**src/core/kemu_pkg.sv**
```systemverilog
// constants shared by the legacy keyboard emulation register block
// assumes byte-wide legacy port data and a 12-bit operational offset bus
package kemu_pkg;

    // ==========================================================
    // operational register byte offsets
    localparam logic [11:0] KEMU_OFF_INPUT = 12'h104;
    localparam logic [11:0] KEMU_OFF_OUTPUT = 12'h108;
    localparam logic [11:0] KEMU_OFF_STATUS = 12'h10c;

    // ==========================================================
    // legacy i/o port addresses and the gate a20 command byte
    localparam logic [15:0] KEMU_PORT_DATA = 16'h0060;
    localparam logic [15:0] KEMU_PORT_CMD = 16'h0064;
    localparam logic [7:0] KEMU_CMD_GATE_A20 = 8'hd1;

    // ==========================================================
    // status byte field positions
    localparam int KEMU_ST_OUT_FULL = 0;
    localparam int KEMU_ST_IN_FULL = 1;
    localparam int KEMU_ST_FLAG = 2;
    localparam int KEMU_ST_CMD_DATA = 3;
    localparam int KEMU_ST_INHIBIT = 4;
    localparam int KEMU_ST_AUX_FULL = 5;
    localparam int KEMU_ST_TIMEOUT = 6;
    localparam int KEMU_ST_PARITY = 7;

    // ==========================================================
    // reset values
    localparam logic [7:0] KEMU_BYTE_RST = 8'h00;
    localparam logic [31:0] KEMU_WORD_RST = 32'h0000_0000;
    localparam logic [23:0] KEMU_RSVD_RD = 24'h00_0000;

endpackage

```
**src/core/kemu_port_if.sv**
```systemverilog
// decoded legacy port events passed from the decoder to the register bank
// assumes all signals are single-cycle qualifiers in the clk domain
`timescale 1ns/1ps

interface kemu_port_if;
    logic wr_data_port;
    logic wr_cmd_port;
    logic rd_data_port;
    logic rd_cmd_port;
    logic [7:0] wr_byte;

    // ==========================================================
    // decoder drives, register bank listens
    modport src (
        output wr_data_port,
        output wr_cmd_port,
        output rd_data_port,
        output rd_cmd_port,
        output wr_byte
    );
    modport dst (
        input wr_data_port,
        input wr_cmd_port,
        input rd_data_port,
        input rd_cmd_port,
        input wr_byte
    );
endinterface

```
**src/core/kemu_regs.sv**
```systemverilog
// legacy keyboard emulation input, output and status registers
// assumes io and operational accesses are synchronous one-cycle strobes
//
// Operation
// RULE1: while enabled, port 60h/64h writes load the input byte.
// RULE2: operational access to input byte only moves data, nothing else.
// RULE3: input byte in bits 7..0, bits 31..8 reserved, read zero.
// RULE4: enabled port 60h read returns the stored output byte.
// RULE5: port 60h read clears output-pending status bit 0; a same-cycle software status write sets bit 0 from its data instead.
// RULE6: enabled port 64h read returns the status byte.
// RULE7: operational status access has no port side effects.
// RULE8: port 60h write clears bit 3, port 64h write sets it.
// RULE9: port writes set input-pending bit 1, except gate a20 data.
// RULE10: emulation interrupt while input-pending and enabled.
// RULE11: emulation interrupt while output-pending clear and character-pending enabled.
// RULE12: mouse line when aux-pending, output-pending and irq enable all set.
// RULE13: with irq enable, aux-pending selects keyboard or mouse line.
// RULE14: keyboard line when irq enable, output-pending set, aux-pending clear.
// RULE15: status bit 7 parity error, read-write.
// RULE16: status bit 6 time-out, read-write.
// RULE17: status bit 4 follows keyboard inhibit state, 1 means active.
// RULE18: status bit 2 plain read-write software flag.
// RULE19: software writes zero into reserved bits 31..8.
// RULE20: port decoding only while emulation enable is set.
// RULE21: gate a20 flag set by D1h to 64h, cleared by others.
// RULE22: data write during gate a20 sequence loads byte, keeps input-pending.
// RULE23: all fields reset to zero; emulation interrupt ORs both conditions.
`timescale 1ns/1ps

module kemu_regs (
    // clock and reset
    input wire logic clk,
    input wire logic sys_rst,
    // host legacy i/o port access
    input wire logic io_wr,
    input wire logic io_rd,
    input wire logic [15:0] io_addr,
    input wire logic [7:0] io_wdata,
    output logic [7:0] io_rdata_q,
    // operational register access
    input wire logic mm_wr,
    input wire logic mm_rd,
    input wire logic [11:0] mm_addr,
    input wire logic [31:0] mm_wdata,
    output logic [31:0] mm_rdata_q,
    // control word bits held elsewhere
    input wire logic emulation_enable_bit,
    input wire logic char_pending_enable,
    input wire logic legacy_irq_enable,
    input wire logic keyboard_inhibit_state,
    // status and interrupts
    output logic gate_a20_sequence_flag_q,
    output logic emu_irq_q,
    output logic keyboard_interrupt_line_q,
    output logic mouse_interrupt_line_q
);
    // ==========================================================
    // state
    logic [7:0] in_q;
    logic [7:0] in_d;
    logic [7:0] out_q;
    logic [7:0] out_d;
    logic [7:0] stat_q;
    logic [7:0] stat_d;
    logic gate_a20_sequence_flag_d;
    logic [7:0] io_rdata_d;
    logic [31:0] mm_rdata_d;
    logic mm_stat_wr;

    kemu_port_if evt ();

    // ==========================================================
    // port decoder
    kemu_port_decode u_decode (
        .io_wr(io_wr),
        .io_rd(io_rd),
        .io_addr(io_addr),
        .io_wdata(io_wdata),
        .emulation_enable_bit(emulation_enable_bit),
        .evt(evt.src)
    );

    // ==========================================================
    // next state: software writes first, port effects override, except the data port read's bit 0 clear
    always_comb begin
        in_d = in_q;
        out_d = out_q;
        stat_d = stat_q;
        gate_a20_sequence_flag_d = gate_a20_sequence_flag_q;
        io_rdata_d = kemu_pkg::KEMU_BYTE_RST;
        mm_rdata_d = kemu_pkg::KEMU_WORD_RST;
        mm_stat_wr = mm_wr && (mm_addr == kemu_pkg::KEMU_OFF_STATUS);

        // operational writes: plain storage, reserved bits dropped
        if (mm_wr && mm_addr == kemu_pkg::KEMU_OFF_INPUT) begin
            in_d = mm_wdata[7:0]; // see RULE2 see RULE3
        end else if (mm_wr && mm_addr == kemu_pkg::KEMU_OFF_OUTPUT) begin
            out_d = mm_wdata[7:0];
        end else if (mm_stat_wr) begin
            stat_d = mm_wdata[7:0]; // see RULE7 see RULE15 see RULE16 see RULE18
        end

        // operational reads; unmapped offsets read zero
        if (mm_rd && mm_addr == kemu_pkg::KEMU_OFF_INPUT) begin
            mm_rdata_d = {kemu_pkg::KEMU_RSVD_RD, in_q}; // see RULE3
        end else if (mm_rd && mm_addr == kemu_pkg::KEMU_OFF_OUTPUT) begin
            mm_rdata_d = {kemu_pkg::KEMU_RSVD_RD, out_q};
        end else if (mm_rd && mm_addr == kemu_pkg::KEMU_OFF_STATUS) begin
            mm_rdata_d = {kemu_pkg::KEMU_RSVD_RD, stat_q};
        end

        // data port write
        if (evt.wr_data_port) begin
            in_d = evt.wr_byte; // see RULE1 see RULE22
            stat_d[kemu_pkg::KEMU_ST_CMD_DATA] = 1'b0; // see RULE8
            if (!gate_a20_sequence_flag_q) begin
                stat_d[kemu_pkg::KEMU_ST_IN_FULL] = 1'b1; // see RULE9 see RULE22
            end
        end

        // command port write
        if (evt.wr_cmd_port) begin
            in_d = evt.wr_byte; // see RULE1
            stat_d[kemu_pkg::KEMU_ST_CMD_DATA] = 1'b1; // see RULE8
            stat_d[kemu_pkg::KEMU_ST_IN_FULL] = 1'b1; // see RULE9
            gate_a20_sequence_flag_d = (evt.wr_byte == kemu_pkg::KEMU_CMD_GATE_A20); // see RULE21
        end

        // data port read; a same-cycle software status write keeps its byte
        if (evt.rd_data_port) begin
            io_rdata_d = out_q; // see RULE4
            if (!mm_stat_wr) begin
                stat_d[kemu_pkg::KEMU_ST_OUT_FULL] = 1'b0; // see RULE5
            end
        end

        // status port read
        if (evt.rd_cmd_port) begin
            io_rdata_d = stat_q; // see RULE6
        end

        // inhibit bit mirrors the switch, software writes do not stick
        stat_d[kemu_pkg::KEMU_ST_INHIBIT] = keyboard_inhibit_state; // see RULE17
    end

    // ==========================================================
    // registers, all cleared by reset
    always_ff @(posedge clk) begin
        if (sys_rst) begin
            in_q <= kemu_pkg::KEMU_BYTE_RST; // see RULE23
            out_q <= kemu_pkg::KEMU_BYTE_RST;
            stat_q <= kemu_pkg::KEMU_BYTE_RST;
            gate_a20_sequence_flag_q <= 1'b0;
            io_rdata_q <= kemu_pkg::KEMU_BYTE_RST;
            mm_rdata_q <= kemu_pkg::KEMU_WORD_RST;
        end else begin
            in_q <= in_d;
            out_q <= out_d;
            stat_q <= stat_d;
            gate_a20_sequence_flag_q <= gate_a20_sequence_flag_d;
            io_rdata_q <= io_rdata_d;
            mm_rdata_q <= mm_rdata_d;
        end
    end

    // ==========================================================
    // interrupt generation
    kemu_irq_gen u_irq (
        .clk(clk),
        .sys_rst(sys_rst),
        .emulation_enable_bit(emulation_enable_bit),
        .char_pending_enable(char_pending_enable),
        .legacy_irq_enable(legacy_irq_enable),
        .in_full(stat_q[kemu_pkg::KEMU_ST_IN_FULL]),
        .out_full(stat_q[kemu_pkg::KEMU_ST_OUT_FULL]),
        .aux_full(stat_q[kemu_pkg::KEMU_ST_AUX_FULL]),
        .emu_irq_q(emu_irq_q),
        .keyboard_interrupt_line_q(keyboard_interrupt_line_q),
        .mouse_interrupt_line_q(mouse_interrupt_line_q)
    );

    // ==========================================================
    // checks
    in_capture_a: assert property (@(posedge clk) disable iff (sys_rst) // see RULE1
        (emulation_enable_bit && io_wr && (io_addr == kemu_pkg::KEMU_PORT_DATA
            || io_addr == kemu_pkg::KEMU_PORT_CMD)) |=> (in_q == $past(io_wdata)))
        else $error("port write byte not captured");

    mm_no_effect_a: assert property (@(posedge clk) disable iff (sys_rst) // see RULE2
        (mm_rd && !io_wr && !io_rd && !mm_wr && $stable(keyboard_inhibit_state))
            |=> ($stable(stat_q) && $stable(in_q) && $stable(gate_a20_sequence_flag_q)))
        else $error("operational read disturbed emulation state");

    rsvd_zero_a: assert property (@(posedge clk) disable iff (sys_rst) // see RULE3
        mm_rdata_q[31:8] == kemu_pkg::KEMU_RSVD_RD)
        else $error("reserved bits read nonzero");

    out_return_a: assert property (@(posedge clk) disable iff (sys_rst) // see RULE4
        (emulation_enable_bit && io_rd && !io_wr && io_addr == kemu_pkg::KEMU_PORT_DATA)
            |=> (io_rdata_q == $past(out_q)))
        else $error("data port read returned wrong byte");

    out_clear_a: assert property (@(posedge clk) disable iff (sys_rst) // see RULE5
        (emulation_enable_bit && io_rd && !io_wr && !mm_wr && io_addr == kemu_pkg::KEMU_PORT_DATA)
            |=> !stat_q[kemu_pkg::KEMU_ST_OUT_FULL])
        else $error("output pending not cleared by data port read");

    stat_return_a: assert property (@(posedge clk) disable iff (sys_rst) // see RULE6
        (emulation_enable_bit && io_rd && !io_wr && io_addr == kemu_pkg::KEMU_PORT_CMD)
            |=> (io_rdata_q == $past(stat_q)))
        else $error("status port read returned wrong byte");

    cmd_bit_a: assert property (@(posedge clk) disable iff (sys_rst) // see RULE8
        (emulation_enable_bit && io_wr && io_addr == kemu_pkg::KEMU_PORT_CMD)
            |=> stat_q[kemu_pkg::KEMU_ST_CMD_DATA] ##1 1'b1)
        else $error("command bit not set by command port write");

    in_full_a: assert property (@(posedge clk) disable iff (sys_rst) // see RULE9
        (emulation_enable_bit && io_wr && io_addr == kemu_pkg::KEMU_PORT_CMD)
            |=> stat_q[kemu_pkg::KEMU_ST_IN_FULL])
        else $error("input pending not set by port write");

    disabled_a: assert property (@(posedge clk) disable iff (sys_rst) // see RULE20
        (!emulation_enable_bit && !mm_wr) |=> ($stable(in_q) && io_rdata_q == 8'h00))
        else $error("port access decoded while emulation disabled");

    ga20_flag_a: assert property (@(posedge clk) disable iff (sys_rst) // see RULE21
        (emulation_enable_bit && io_wr && io_addr == kemu_pkg::KEMU_PORT_CMD)
            |=> (gate_a20_sequence_flag_q == ($past(io_wdata) == kemu_pkg::KEMU_CMD_GATE_A20)))
        else $error("gate a20 flag wrong after command write");

    ga20_hold_a: assert property (@(posedge clk) disable iff (sys_rst) // see RULE22
        (emulation_enable_bit && io_wr && io_addr == kemu_pkg::KEMU_PORT_DATA
            && gate_a20_sequence_flag_q && !mm_wr && !stat_q[kemu_pkg::KEMU_ST_IN_FULL])
            |=> !stat_q[kemu_pkg::KEMU_ST_IN_FULL])
        else $error("input pending set during gate a20 sequence");

    // a data write drops the command marker
    data_cmd_a: assert property (@(posedge clk) disable iff (sys_rst) // see RULE8
        evt.wr_data_port
            |=> !stat_q[kemu_pkg::KEMU_ST_CMD_DATA])
        else $error("command bit not cleared by data port write");

    // outside the a20 sequence a data write marks input pending
    data_full_a: assert property (@(posedge clk) disable iff (sys_rst) // see RULE9
        (evt.wr_data_port && !gate_a20_sequence_flag_q)
            |=> stat_q[kemu_pkg::KEMU_ST_IN_FULL])
        else $error("input pending not set by data port write");

    // switch copy lags one cycle
    inhibit_copy_a: assert property (@(posedge clk) disable iff (sys_rst) // see RULE17
        1'b1
            |=> (stat_q[kemu_pkg::KEMU_ST_INHIBIT] == $past(keyboard_inhibit_state)))
        else $error("inhibit bit does not follow the switch");

    // parity bit is plain software storage
    parity_wr_a: assert property (@(posedge clk) disable iff (sys_rst) // see RULE15
        mm_stat_wr
            |=> (stat_q[kemu_pkg::KEMU_ST_PARITY] == $past(mm_wdata[kemu_pkg::KEMU_ST_PARITY])))
        else $error("parity bit write lost");

    // time-out bit is plain software storage
    timeout_wr_a: assert property (@(posedge clk) disable iff (sys_rst) // see RULE16
        mm_stat_wr
            |=> (stat_q[kemu_pkg::KEMU_ST_TIMEOUT] == $past(mm_wdata[kemu_pkg::KEMU_ST_TIMEOUT])))
        else $error("time-out bit write lost");

    // boot flag is plain software storage
    flag_wr_a: assert property (@(posedge clk) disable iff (sys_rst) // see RULE18
        mm_stat_wr
            |=> (stat_q[kemu_pkg::KEMU_ST_FLAG] == $past(mm_wdata[kemu_pkg::KEMU_ST_FLAG])))
        else $error("flag bit write lost");

    // only a software write moves the software-owned bits
    soft_hold_a: assert property (@(posedge clk) disable iff (sys_rst) // see RULE7
        !mm_stat_wr
            |=> ($stable(stat_q[kemu_pkg::KEMU_ST_PARITY:kemu_pkg::KEMU_ST_AUX_FULL])
                && $stable(stat_q[kemu_pkg::KEMU_ST_FLAG])))
        else $error("software status bits moved without a write");

    // a software input write touches nothing but the byte
    mm_in_wr_a: assert property (@(posedge clk) disable iff (sys_rst) // see RULE2
        (mm_wr && mm_addr == kemu_pkg::KEMU_OFF_INPUT && !io_wr && !io_rd)
            |=> ($stable(stat_q[kemu_pkg::KEMU_ST_CMD_DATA:0]) && $stable(gate_a20_sequence_flag_q)))
        else $error("input write disturbed emulation state");

    // port traffic never alters the output byte
    out_keep_a: assert property (@(posedge clk) disable iff (sys_rst) // see RULE4
        !(mm_wr && mm_addr == kemu_pkg::KEMU_OFF_OUTPUT)
            |=> $stable(out_q))
        else $error("output byte changed without a software write");

    // read data falls to zero when no port read was decoded
    io_idle_a: assert property (@(posedge clk) disable iff (sys_rst) // see RULE20
        !(evt.rd_data_port || evt.rd_cmd_port)
            |=> (io_rdata_q == kemu_pkg::KEMU_BYTE_RST))
        else $error("port read data without a decoded read");

    // the emulation interrupt is exactly the or of its two causes
    irq_or_a: assert property (@(posedge clk) disable iff (sys_rst) // see RULE23
        1'b1 |=> (emu_irq_q == $past((stat_q[kemu_pkg::KEMU_ST_IN_FULL] && emulation_enable_bit)
            || (!stat_q[kemu_pkg::KEMU_ST_OUT_FULL] && char_pending_enable))))
        else $error("emulation interrupt is not the or of its causes");
endmodule

```
**src/core/kemu_port_decode.sv**
```systemverilog
// decodes host i/o accesses to the two legacy keyboard ports
// assumes io strobes are synchronous one-cycle qualifiers
`timescale 1ns/1ps

module kemu_port_decode (
    // host i/o access
    input wire logic io_wr,
    input wire logic io_rd,
    input wire logic [15:0] io_addr,
    input wire logic [7:0] io_wdata,
    // control
    input wire logic emulation_enable_bit,
    // decoded events
    kemu_port_if.src evt
);
    logic hit_data;
    logic hit_cmd;

    // ==========================================================
    // port match, gated by the enable so a disabled block sees nothing
    always_comb begin
        hit_data = emulation_enable_bit && (io_addr == kemu_pkg::KEMU_PORT_DATA); // see RULE20
        hit_cmd = emulation_enable_bit && (io_addr == kemu_pkg::KEMU_PORT_CMD); // see RULE20
        evt.wr_data_port = io_wr && hit_data;
        evt.wr_cmd_port = io_wr && hit_cmd;
        // a simultaneous write wins; reads never pair with writes
        evt.rd_data_port = io_rd && !io_wr && hit_data;
        evt.rd_cmd_port = io_rd && !io_wr && hit_cmd;
        evt.wr_byte = io_wdata;
    end
endmodule

```
**src/core/kemu_irq_gen.sv**
```systemverilog
// interrupt conditions derived from the emulation status and control bits
// assumes status inputs come straight from the register bank flops
`timescale 1ns/1ps

module kemu_irq_gen (
    // clock and reset
    input wire logic clk,
    input wire logic sys_rst,
    // control bits
    input wire logic emulation_enable_bit,
    input wire logic char_pending_enable,
    input wire logic legacy_irq_enable,
    // status bits
    input wire logic in_full,
    input wire logic out_full,
    input wire logic aux_full,
    // interrupt outputs
    output logic emu_irq_q,
    output logic keyboard_interrupt_line_q,
    output logic mouse_interrupt_line_q
);
    logic emu_irq_d;
    logic kbd_d;
    logic mouse_d;

    // ==========================================================
    // level conditions, registered once so outputs are glitch free
    always_comb begin
        emu_irq_d = (in_full && emulation_enable_bit) // see RULE10
                    || (!out_full && char_pending_enable); // see RULE11 see RULE23
        kbd_d = legacy_irq_enable && out_full && !aux_full; // see RULE13 see RULE14
        mouse_d = legacy_irq_enable && out_full && aux_full; // see RULE12 see RULE13
    end

    always_ff @(posedge clk) begin
        if (sys_rst) begin
            emu_irq_q <= 1'b0;
            keyboard_interrupt_line_q <= 1'b0;
            mouse_interrupt_line_q <= 1'b0;
        end else begin
            emu_irq_q <= emu_irq_d;
            keyboard_interrupt_line_q <= kbd_d;
            mouse_interrupt_line_q <= mouse_d;
        end
    end

    // ==========================================================
    // checks
    emu_irq_level_a: assert property (@(posedge clk) disable iff (sys_rst) // see RULE10
        (in_full && emulation_enable_bit) |=> emu_irq_q)
        else $error("emulation interrupt missing while input pending");
    char_pend_irq_a: assert property (@(posedge clk) disable iff (sys_rst) // see RULE11
        (!out_full && char_pending_enable) |=> emu_irq_q)
        else $error("emulation interrupt missing for character pending");
    mouse_line_a: assert property (@(posedge clk) disable iff (sys_rst) // see RULE12
        $past(legacy_irq_enable && out_full && aux_full) == mouse_interrupt_line_q)
        else $error("mouse line does not follow its condition");
    line_select_a: assert property (@(posedge clk) disable iff (sys_rst) // see RULE13
        !(keyboard_interrupt_line_q && mouse_interrupt_line_q)
            && (!$past(legacy_irq_enable && out_full) || keyboard_interrupt_line_q || mouse_interrupt_line_q))
        else $error("keyboard and mouse line selection wrong");
    kbd_line_a: assert property (@(posedge clk) disable iff (sys_rst) // see RULE14
        (legacy_irq_enable && out_full && !aux_full) |=> keyboard_interrupt_line_q)
        else $error("keyboard line missing");
endmodule

```
**config.mk**
```make
export PLATFORM = sky130hd
export DESIGN_NAME = kemu_regs
export DESIGN_NICKNAME = d
export VERILOG_FILES = /design/src/core/kemu_pkg.sv /design/src/core/kemu_port_if.sv /design/src/core/kemu_regs.sv /design/src/core/kemu_port_decode.sv /design/src/core/kemu_irq_gen.sv
export SDC_FILE = /design/constraint.sdc
export NUM_CORES = 1
export LEC_CHECK = 0
export BUFFER_PORTS_ARGS = -buffer_cell sky130_fd_sc_hd__buf_2
export CORE_ASPECT_RATIO = 0.7
export CORE_MARGIN = 5
export CORE_UTILIZATION = 45
export CTS_CLUSTER_DIAMETER = 60
export DETAILED_ROUTE_END_ITERATION = 10
export PLACE_DENSITY = 0.8
export SYNTH_ARGS = -nofsm -noshare
export SYNTH_HDL_FRONTEND = slang
export SYNTH_SLANG_ARGS = --single-unit
export TNS_END_PERCENT = 50
```
**constraint.sdc**
```tcl
create_clock -name clk -period 2.6 [get_ports clk]
set_clock_uncertainty 0.05 [all_clocks]
set_input_delay 0.26 -clock clk [delete_from_list [all_inputs] [get_ports clk]]
set_output_delay 0.26 -clock clk [all_outputs]
set_load 0.005 [all_outputs]
```
# After elaboration in Yosys (flattened, before gate mapping)
# Index checks and enable logic that the tools add are counted.
dict set report word_totals {
  regBits 68
  inputBits 78
  out_inout_bits 44
}
dict set report classes {
  n_eq_ne 8
  muxes 18
  bitwise 2
  reduce_logical 28
}
# op n
set op_table {}
lappend op_table {{8-bit two-way mux} 8}
lappend op_table {{12-bit by 9-bit == test with 1-bit output (second input constant)} 3}
lappend op_table {{16-bit by 7-bit == test with 1-bit output (second input constant)} 2}
lappend op_table {{1-bit logical AND} 18}
lappend op_table {{4-bit two-way mux} 3}
lappend op_table {{8-bit == test (second input constant)} 1}
lappend op_table {{1-bit two-way mux} 7}
lappend op_table {{3-bit inequality test (second input constant)} 2}
lappend op_table {{3-bit AND reduction} 2}
lappend op_table {{3-bit nonzero test} 2}
lappend op_table {{1-bit logical NOT} 3}
lappend op_table {{3-bit OR reduction} 1}
lappend op_table {{1-bit inverter} 2}
lappend op_table {{2-bit AND reduction} 1}
lappend op_table {{1-bit logical OR} 1}

# Depth between registers and ports, before layout
dict set report depth {
  depth_word 8
  ltp_mapped 6
  depth_no_buf 4
}

# Cells and area by module
# Synthesis repeated with hierarchy kept, for this count alone.
dict set report unflattened {
  hier_cells 248
  hier_area_um2 2250.9
}
# mod instances cells_per_inst area_each_um2 seq_area_each_um2
set by_module_without_submodules {}
lappend by_module_without_submodules {kemu_regs 1 221 1989.4 820.8}
lappend by_module_without_submodules {kemu_port_decode 1 18 161.4 0.0}
lappend by_module_without_submodules {kemu_irq_gen 1 9 100.1 60.1}

# Worst setup path after synthesis
# OpenSTA, ideal clock, no wires.
dict set report synth_path {
  path_kind {input to register}
  startpoint {input mm_addr[1]}
  endpoint {register stat_q[1]}
  setup_ns 0.132
  arrival_time_ns 1.213
  slack_ns 1.204
  cell_stages 5
  n_path_buf 1
  cell_sequence {nor4b_4 -> and4_1 -> buf_6 -> mux2i_1 -> a21oi_1}
}
dict set report synth_between {
  elab_chain_len 8
  word_cells_on_any_way 12
  cone_classes {eq/ne (3); mux (6); reduce/logical (3)}
}
# item line
set synth_rtl {}
lappend synth_rtl {{start, declared} kemu_regs.sv:43} ;# input wire logic [11:0] mm_addr,
lappend synth_rtl {{12-bit by 9-bit == test with 1-bit output} kemu_regs.sv:92} ;# mm_stat_wr = mm_wr && (mm_addr == kemu_pkg::KEMU_OFF_STATUS);
lappend synth_rtl {{1-bit logical AND} kemu_regs.sv:92}
lappend synth_rtl {{4-bit two-way mux} kemu_regs.sv:99} ;# end else if (mm_stat_wr) begin
lappend synth_rtl {{4-bit two-way mux} kemu_regs.sv:97} ;# end else if (mm_wr && mm_addr == kemu_pkg::KEMU_OFF_OUTPUT) begin
lappend synth_rtl {{4-bit two-way mux *} kemu_regs.sv:95} ;# if (mm_wr && mm_addr == kemu_pkg::KEMU_OFF_INPUT) begin
lappend synth_rtl {{1-bit two-way mux} kemu_regs.sv:116} ;# if (!gate_a20_sequence_flag_q) begin
lappend synth_rtl {{1-bit two-way mux *} kemu_regs.sv:113} ;# if (evt.wr_data_port) begin
lappend synth_rtl {{1-bit two-way mux *} kemu_regs.sv:122} ;# if (evt.wr_cmd_port) begin
lappend synth_rtl {{end signal, assigned} kemu_regs.sv:152} ;# stat_q <= kemu_pkg::KEMU_BYTE_RST;
lappend synth_rtl {{end signal, assigned} kemu_regs.sv:159} ;# stat_q <= stat_d;
lappend synth_rtl {{end, declared} kemu_regs.sv:63} ;# logic [7:0] stat_q;
# Mark *: on every way between the ends. The rest lies on a longest branch, timed or not. The select of a mux whose other input is x is not followed.
# A chain may end at the register's enable or synchronous reset.

# Worst setup path in the final report
dict set report layout_path {
  startpoint {input mm_addr[5]}
  endpoint {register stat_q[3]}
}
dict set report layout_between {
  elab_chain_len 4
  word_cells_on_any_way 10
  cone_classes {eq/ne (5); reduce/logical (5)}
}
# item line
set layout_rtl {}
lappend layout_rtl {{12-bit by 9-bit == test with 1-bit output, on equally long branches} {kemu_regs.sv:97, kemu_regs.sv:92, kemu_regs.sv:95}}
lappend layout_rtl {{1-bit logical AND, on equally long branches} {kemu_regs.sv:97, kemu_regs.sv:92, kemu_regs.sv:95}}
lappend layout_rtl {{3-bit inequality test (no source line) / 3-bit nonzero test (equally long branches)} n/a}
lappend layout_rtl {{3-bit AND reduction (no source line) *} n/a}
# Mark *: on every way between the ends. The rest lies on a longest branch, timed or not.

==> impl_metrics.toml <==
[clocking]
cts_tree = "done"
clock_sinks = 44
cts-buffers-inserted = 5
cts_hold_buf = 0
cts_root_buffer = "sky130_fd_sc_hd__clkbuf_8"
clockBufferDepth = 2
post-cts-setup-buffer-count = 0
postCtsResizedCells = 0
clkLatencyLatePin_ns = 0.30
cts_htree_levels = 2
clk_transition_reported_paths_ns = 0.08

[global_routing]
global_route.overflow_total = 0
grt_util_met1_pct = 21.1
globalRouteMet2Util_pct = 29.7
gr-usage-all-layers_pct = 17.3
grt_max_degree = 24
busiest_layer = "met2"
met3_usage_pct = 5.60
grt_pass1_vias = 1829
grt_pass1_wl_um = 8510
number_of_antenna_violations_at_the_first_check_in_global_routing = 0

[power]
power_switching_share_pct = 22.7
comb_power_share_pct = 9.1
p_sw_uw = 298
share_clk_of_total_power_pct = 39.3
vdd_drop_max_uv = 245
pwr_density_cell_mw_per_mm2 = 501
p_seq_share_pct = 51.6
p_int_uw = 1010
p_leak_uw = 0.00137

[drt]
route.vias.total = 1914
detail_route.iter0.violations = 96
drtAntennaViolNets = 0
drt-wirelength-per-cell_um = 14.3
drt_first_pass_iters = 4
total_wirelength_of_the_detailed_routed_design_um = 5420
drc_errors = 0
via_per_inst = 5.06

[timing]
setup-violations-final = 0
final_min_period_over_clock_period_pct = 59.6
finalWorstPathRequiredPeriod_ns = 1.55
final_critical_path_setup_slack_ns = 1.05
hold_viol_final = 0
slew-limit-headroom_pct = 66.5
max_freq_ghz = 0.645
tns_ns = 0
slew_worst_pin_ns = 0.502
number_of_max_slew_violations_in_the_final_report = 0
setup_repair_after_global_routing_missed_its_margin = "no"

[setup_path]
r2r_cells = 3
setup.worst_path.start = "mm_addr[5]"
critical_path.reg2reg.startpoint = "stat_q[0]"
kind_of_end_point_of_the_critical_path = "register"
crit_required_ns = 2.73
worstReg2RegEnd = "stat_q[0]"
r2r_slack_ns = 1.69
crit_path_start_kind = "input pin"
critical_path_start_end_classification = "input pin to register"
crit_path_max_fanout = 8
critPathCapture = "stat_q[3]"
crit_path_arrival_time_ns = 1.68

[outcome]
outcome = "complete, no violations"

[final_layout]
post_route_cells_drive_above_1_share_pct = 32.7
multiInputGateArea_mm2 = 0.00111
regArea_um2 = 881
area.growth.synth_to_final_pct = 19.2
instances_no_fill = 378
fin_nets = 386
antenna-diode-count = 0
layout.filler_cells = 440

[synth]
synth_top_cell_area_share_pct = 40.2
ffs_w_async_s_r_synth_pct = 0
yosysMostFrequentCell = "sky130_fd_sc_hd__dfxtp_1"
netlist.top_cell.by_area = "sky130_fd_sc_hd__dfxtp_1"
netlist_top_cells_count = "44 x sky130_fd_sc_hd__dfxtp_1, 26 x sky130_fd_sc_hd__a21oi_1, 26 x sky130_fd_sc_hd__nor2_1"
avgSynthCellArea_um2 = 9.25
synth.ff_latch_count = 44
post_synth_inst_count = 237
yosys.cell_types.count = 36
synth_top_flop_cell = "sky130_fd_sc_hd__dfxtp_1"
ys_top_cells_by_area = "sky130_fd_sc_hd__dfxtp_1 40%, sky130_fd_sc_hd__mux2i_1 10%, sky130_fd_sc_hd__buf_4 8.6%, sky130_fd_sc_hd__a21oi_1 5.9%, sky130_fd_sc_hd__nor2_1 4.4%"
synth_sequential_area_ratio_pct = 40.2
synth_edf_count = 0
synth_area_mm2 = 0.00219
yosysWarnings = 0

[worst_hold_path]
min-delay-path-class = "input pin to register"

[die]
pin_count = 122
design.core.area_mm2 = 0.00476
fp.dieH_um = 68.4
floorplan.initialDensity_pct = 46.1
floorplan.die_area_mm2 = 0.00639
die_width_um = 93.4
placement_rows = 21

[run]
maxCapViolCount = 0

[place]
place_ws_ns = 0.760
dp.cells = 370
hpwl_um = 4190
io_buffer_count = 73
finalWeightedCongestion = 0.850
routing by layer:
layer | up-vias | share of wire (%)
li1 | 935 | -
met1 | 896 | 44
met2 | 79 | 47
met3 | 4 | 8.3
met4 | 0 | 0.50
met5 | - | 0
per-stage QoR:
| stage | power, µW | hold slack, ns | util [%] | cell area, µm² |
|---|---|---|---|---|
| final | 1310 | 0.115 | 55.0 | 2620 |
| after global routing | 1360 | 0.134 | 55.0 | 2620 |
| after CTS | 1320 | 0.107 | 55.0 | 2620 |
| after detailed placement | 809 | 0.421 | 52.7 | 2510 |
| after global placement | 807 | 0.419 | 52.7 | 2510 |
| after floorplan | 772 | 0.338 | - | 2280 |
worst min path at each step:
| stage | end | cells after the start | slack [ns] | from |
|---|---|---|---|---|
| floorplan | stat_q[4] | 1 | 0.34 | keyboard_inhibit_state |
| global placement | io_rdata_q[4] | 2 | 0.42 | stat_q[4] |
| detailed placement | io_rdata_q[4] | 2 | 0.42 | stat_q[4] |
| CTS | stat_q[4] | 2 | 0.11 | keyboard_inhibit_state |
| global route | stat_q[4] | 2 | 0.13 | keyboard_inhibit_state |
| finish | stat_q[4] | 2 | 0.11 | keyboard_inhibit_state |
cells by family after synthesis:
kind of cell           after synthesis  share of synthesized area [%]
AND/OR/NAND/NOR                     76                           21.1
AO/OA/AOI/OAI                       46                           14.3
buffers and inverters               46                           13.3
flip-flops                          44                           40.2
multiplexers                        24                           11.0
other                                1                          0.171
placed cells by master, fill, tap and decap left out, types with 2 or more instances in the layout:
cell type / n
sky130_fd_sc_hd__nand2_1: 6
sky130_fd_sc_hd__clkbuf_8: 5
sky130_fd_sc_hd__buf_4: 4
sky130_fd_sc_hd__nor3_1: 2
sky130_fd_sc_hd__a21oi_1: 26
sky130_fd_sc_hd__nor4_1: 2
sky130_fd_sc_hd__nor3b_1: 3
sky130_fd_sc_hd__nand4_2: 2
sky130_fd_sc_hd__dfxtp_1: 44
sky130_fd_sc_hd__inv_1: 10
sky130_fd_sc_hd__mux2i_1: 23
sky130_fd_sc_hd__nor4b_1: 3
sky130_fd_sc_hd__nand3_1: 18
sky130_fd_sc_hd__a31o_2: 9
sky130_fd_sc_hd__and4_1: 2
sky130_fd_sc_hd__and3b_1: 3
sky130_fd_sc_hd__o211a_1: 7
sky130_fd_sc_hd__buf_2: 73
sky130_fd_sc_hd__conb_1: 24
sky130_fd_sc_hd__nor2_1: 26
final cells by class:
| class | instances | area share [%] |
|---|---|---|
| Inverter | 10 | 1.44 |
| Tap cell | 69 | 3.30 |
| Timing Repair Buffer | 77 | 15.1 |
| Sequential cell | 44 | 33.7 |
| Clock buffer | 6 | 2.78 |
| Multi-Input combinational cell | 170 | 42.3 |
| Clock inverter | 2 | 1.34 |
flip-flops by register name (all words and copies together) (netlist names):
| register | cells |
|---|---|
| io_rdata_q | 8 |
| in_q | 8 |
| u_irq.mouse_interrupt_line_q | 1 |
| u_irq.keyboard_interrupt_line_q | 1 |
| stat_q | 8 |
| mm_rdata_q | 8 |
| u_irq.emu_irq_q | 1 |
| out_q | 8 |
| gate_a20_sequence_flag_q | 1 |
critical path, cell delays in order:
cell	delay, ns
sky130_fd_sc_hd__buf_2	0.11
sky130_fd_sc_hd__nor4_4	0.38
sky130_fd_sc_hd__and4_1	0.58
sky130_fd_sc_hd__mux2i_1	0.26
sky130_fd_sc_hd__a21oi_1	0.09
power groups by stage:
| stage | combinational (µW) | sequential (µW) | clock, µW |
|---|---|---|---|
| floorplan | 80.5 | 691 | 0 |
| global placement | 115 | 691 | 0 |
| detailed placement | 117 | 692 | 0 |
| CTS | 118 | 676 | 523 |
| global route | 133 | 676 | 550 |
| finish | 119 | 676 | 514 |
(Power assumes the default switching activity.)
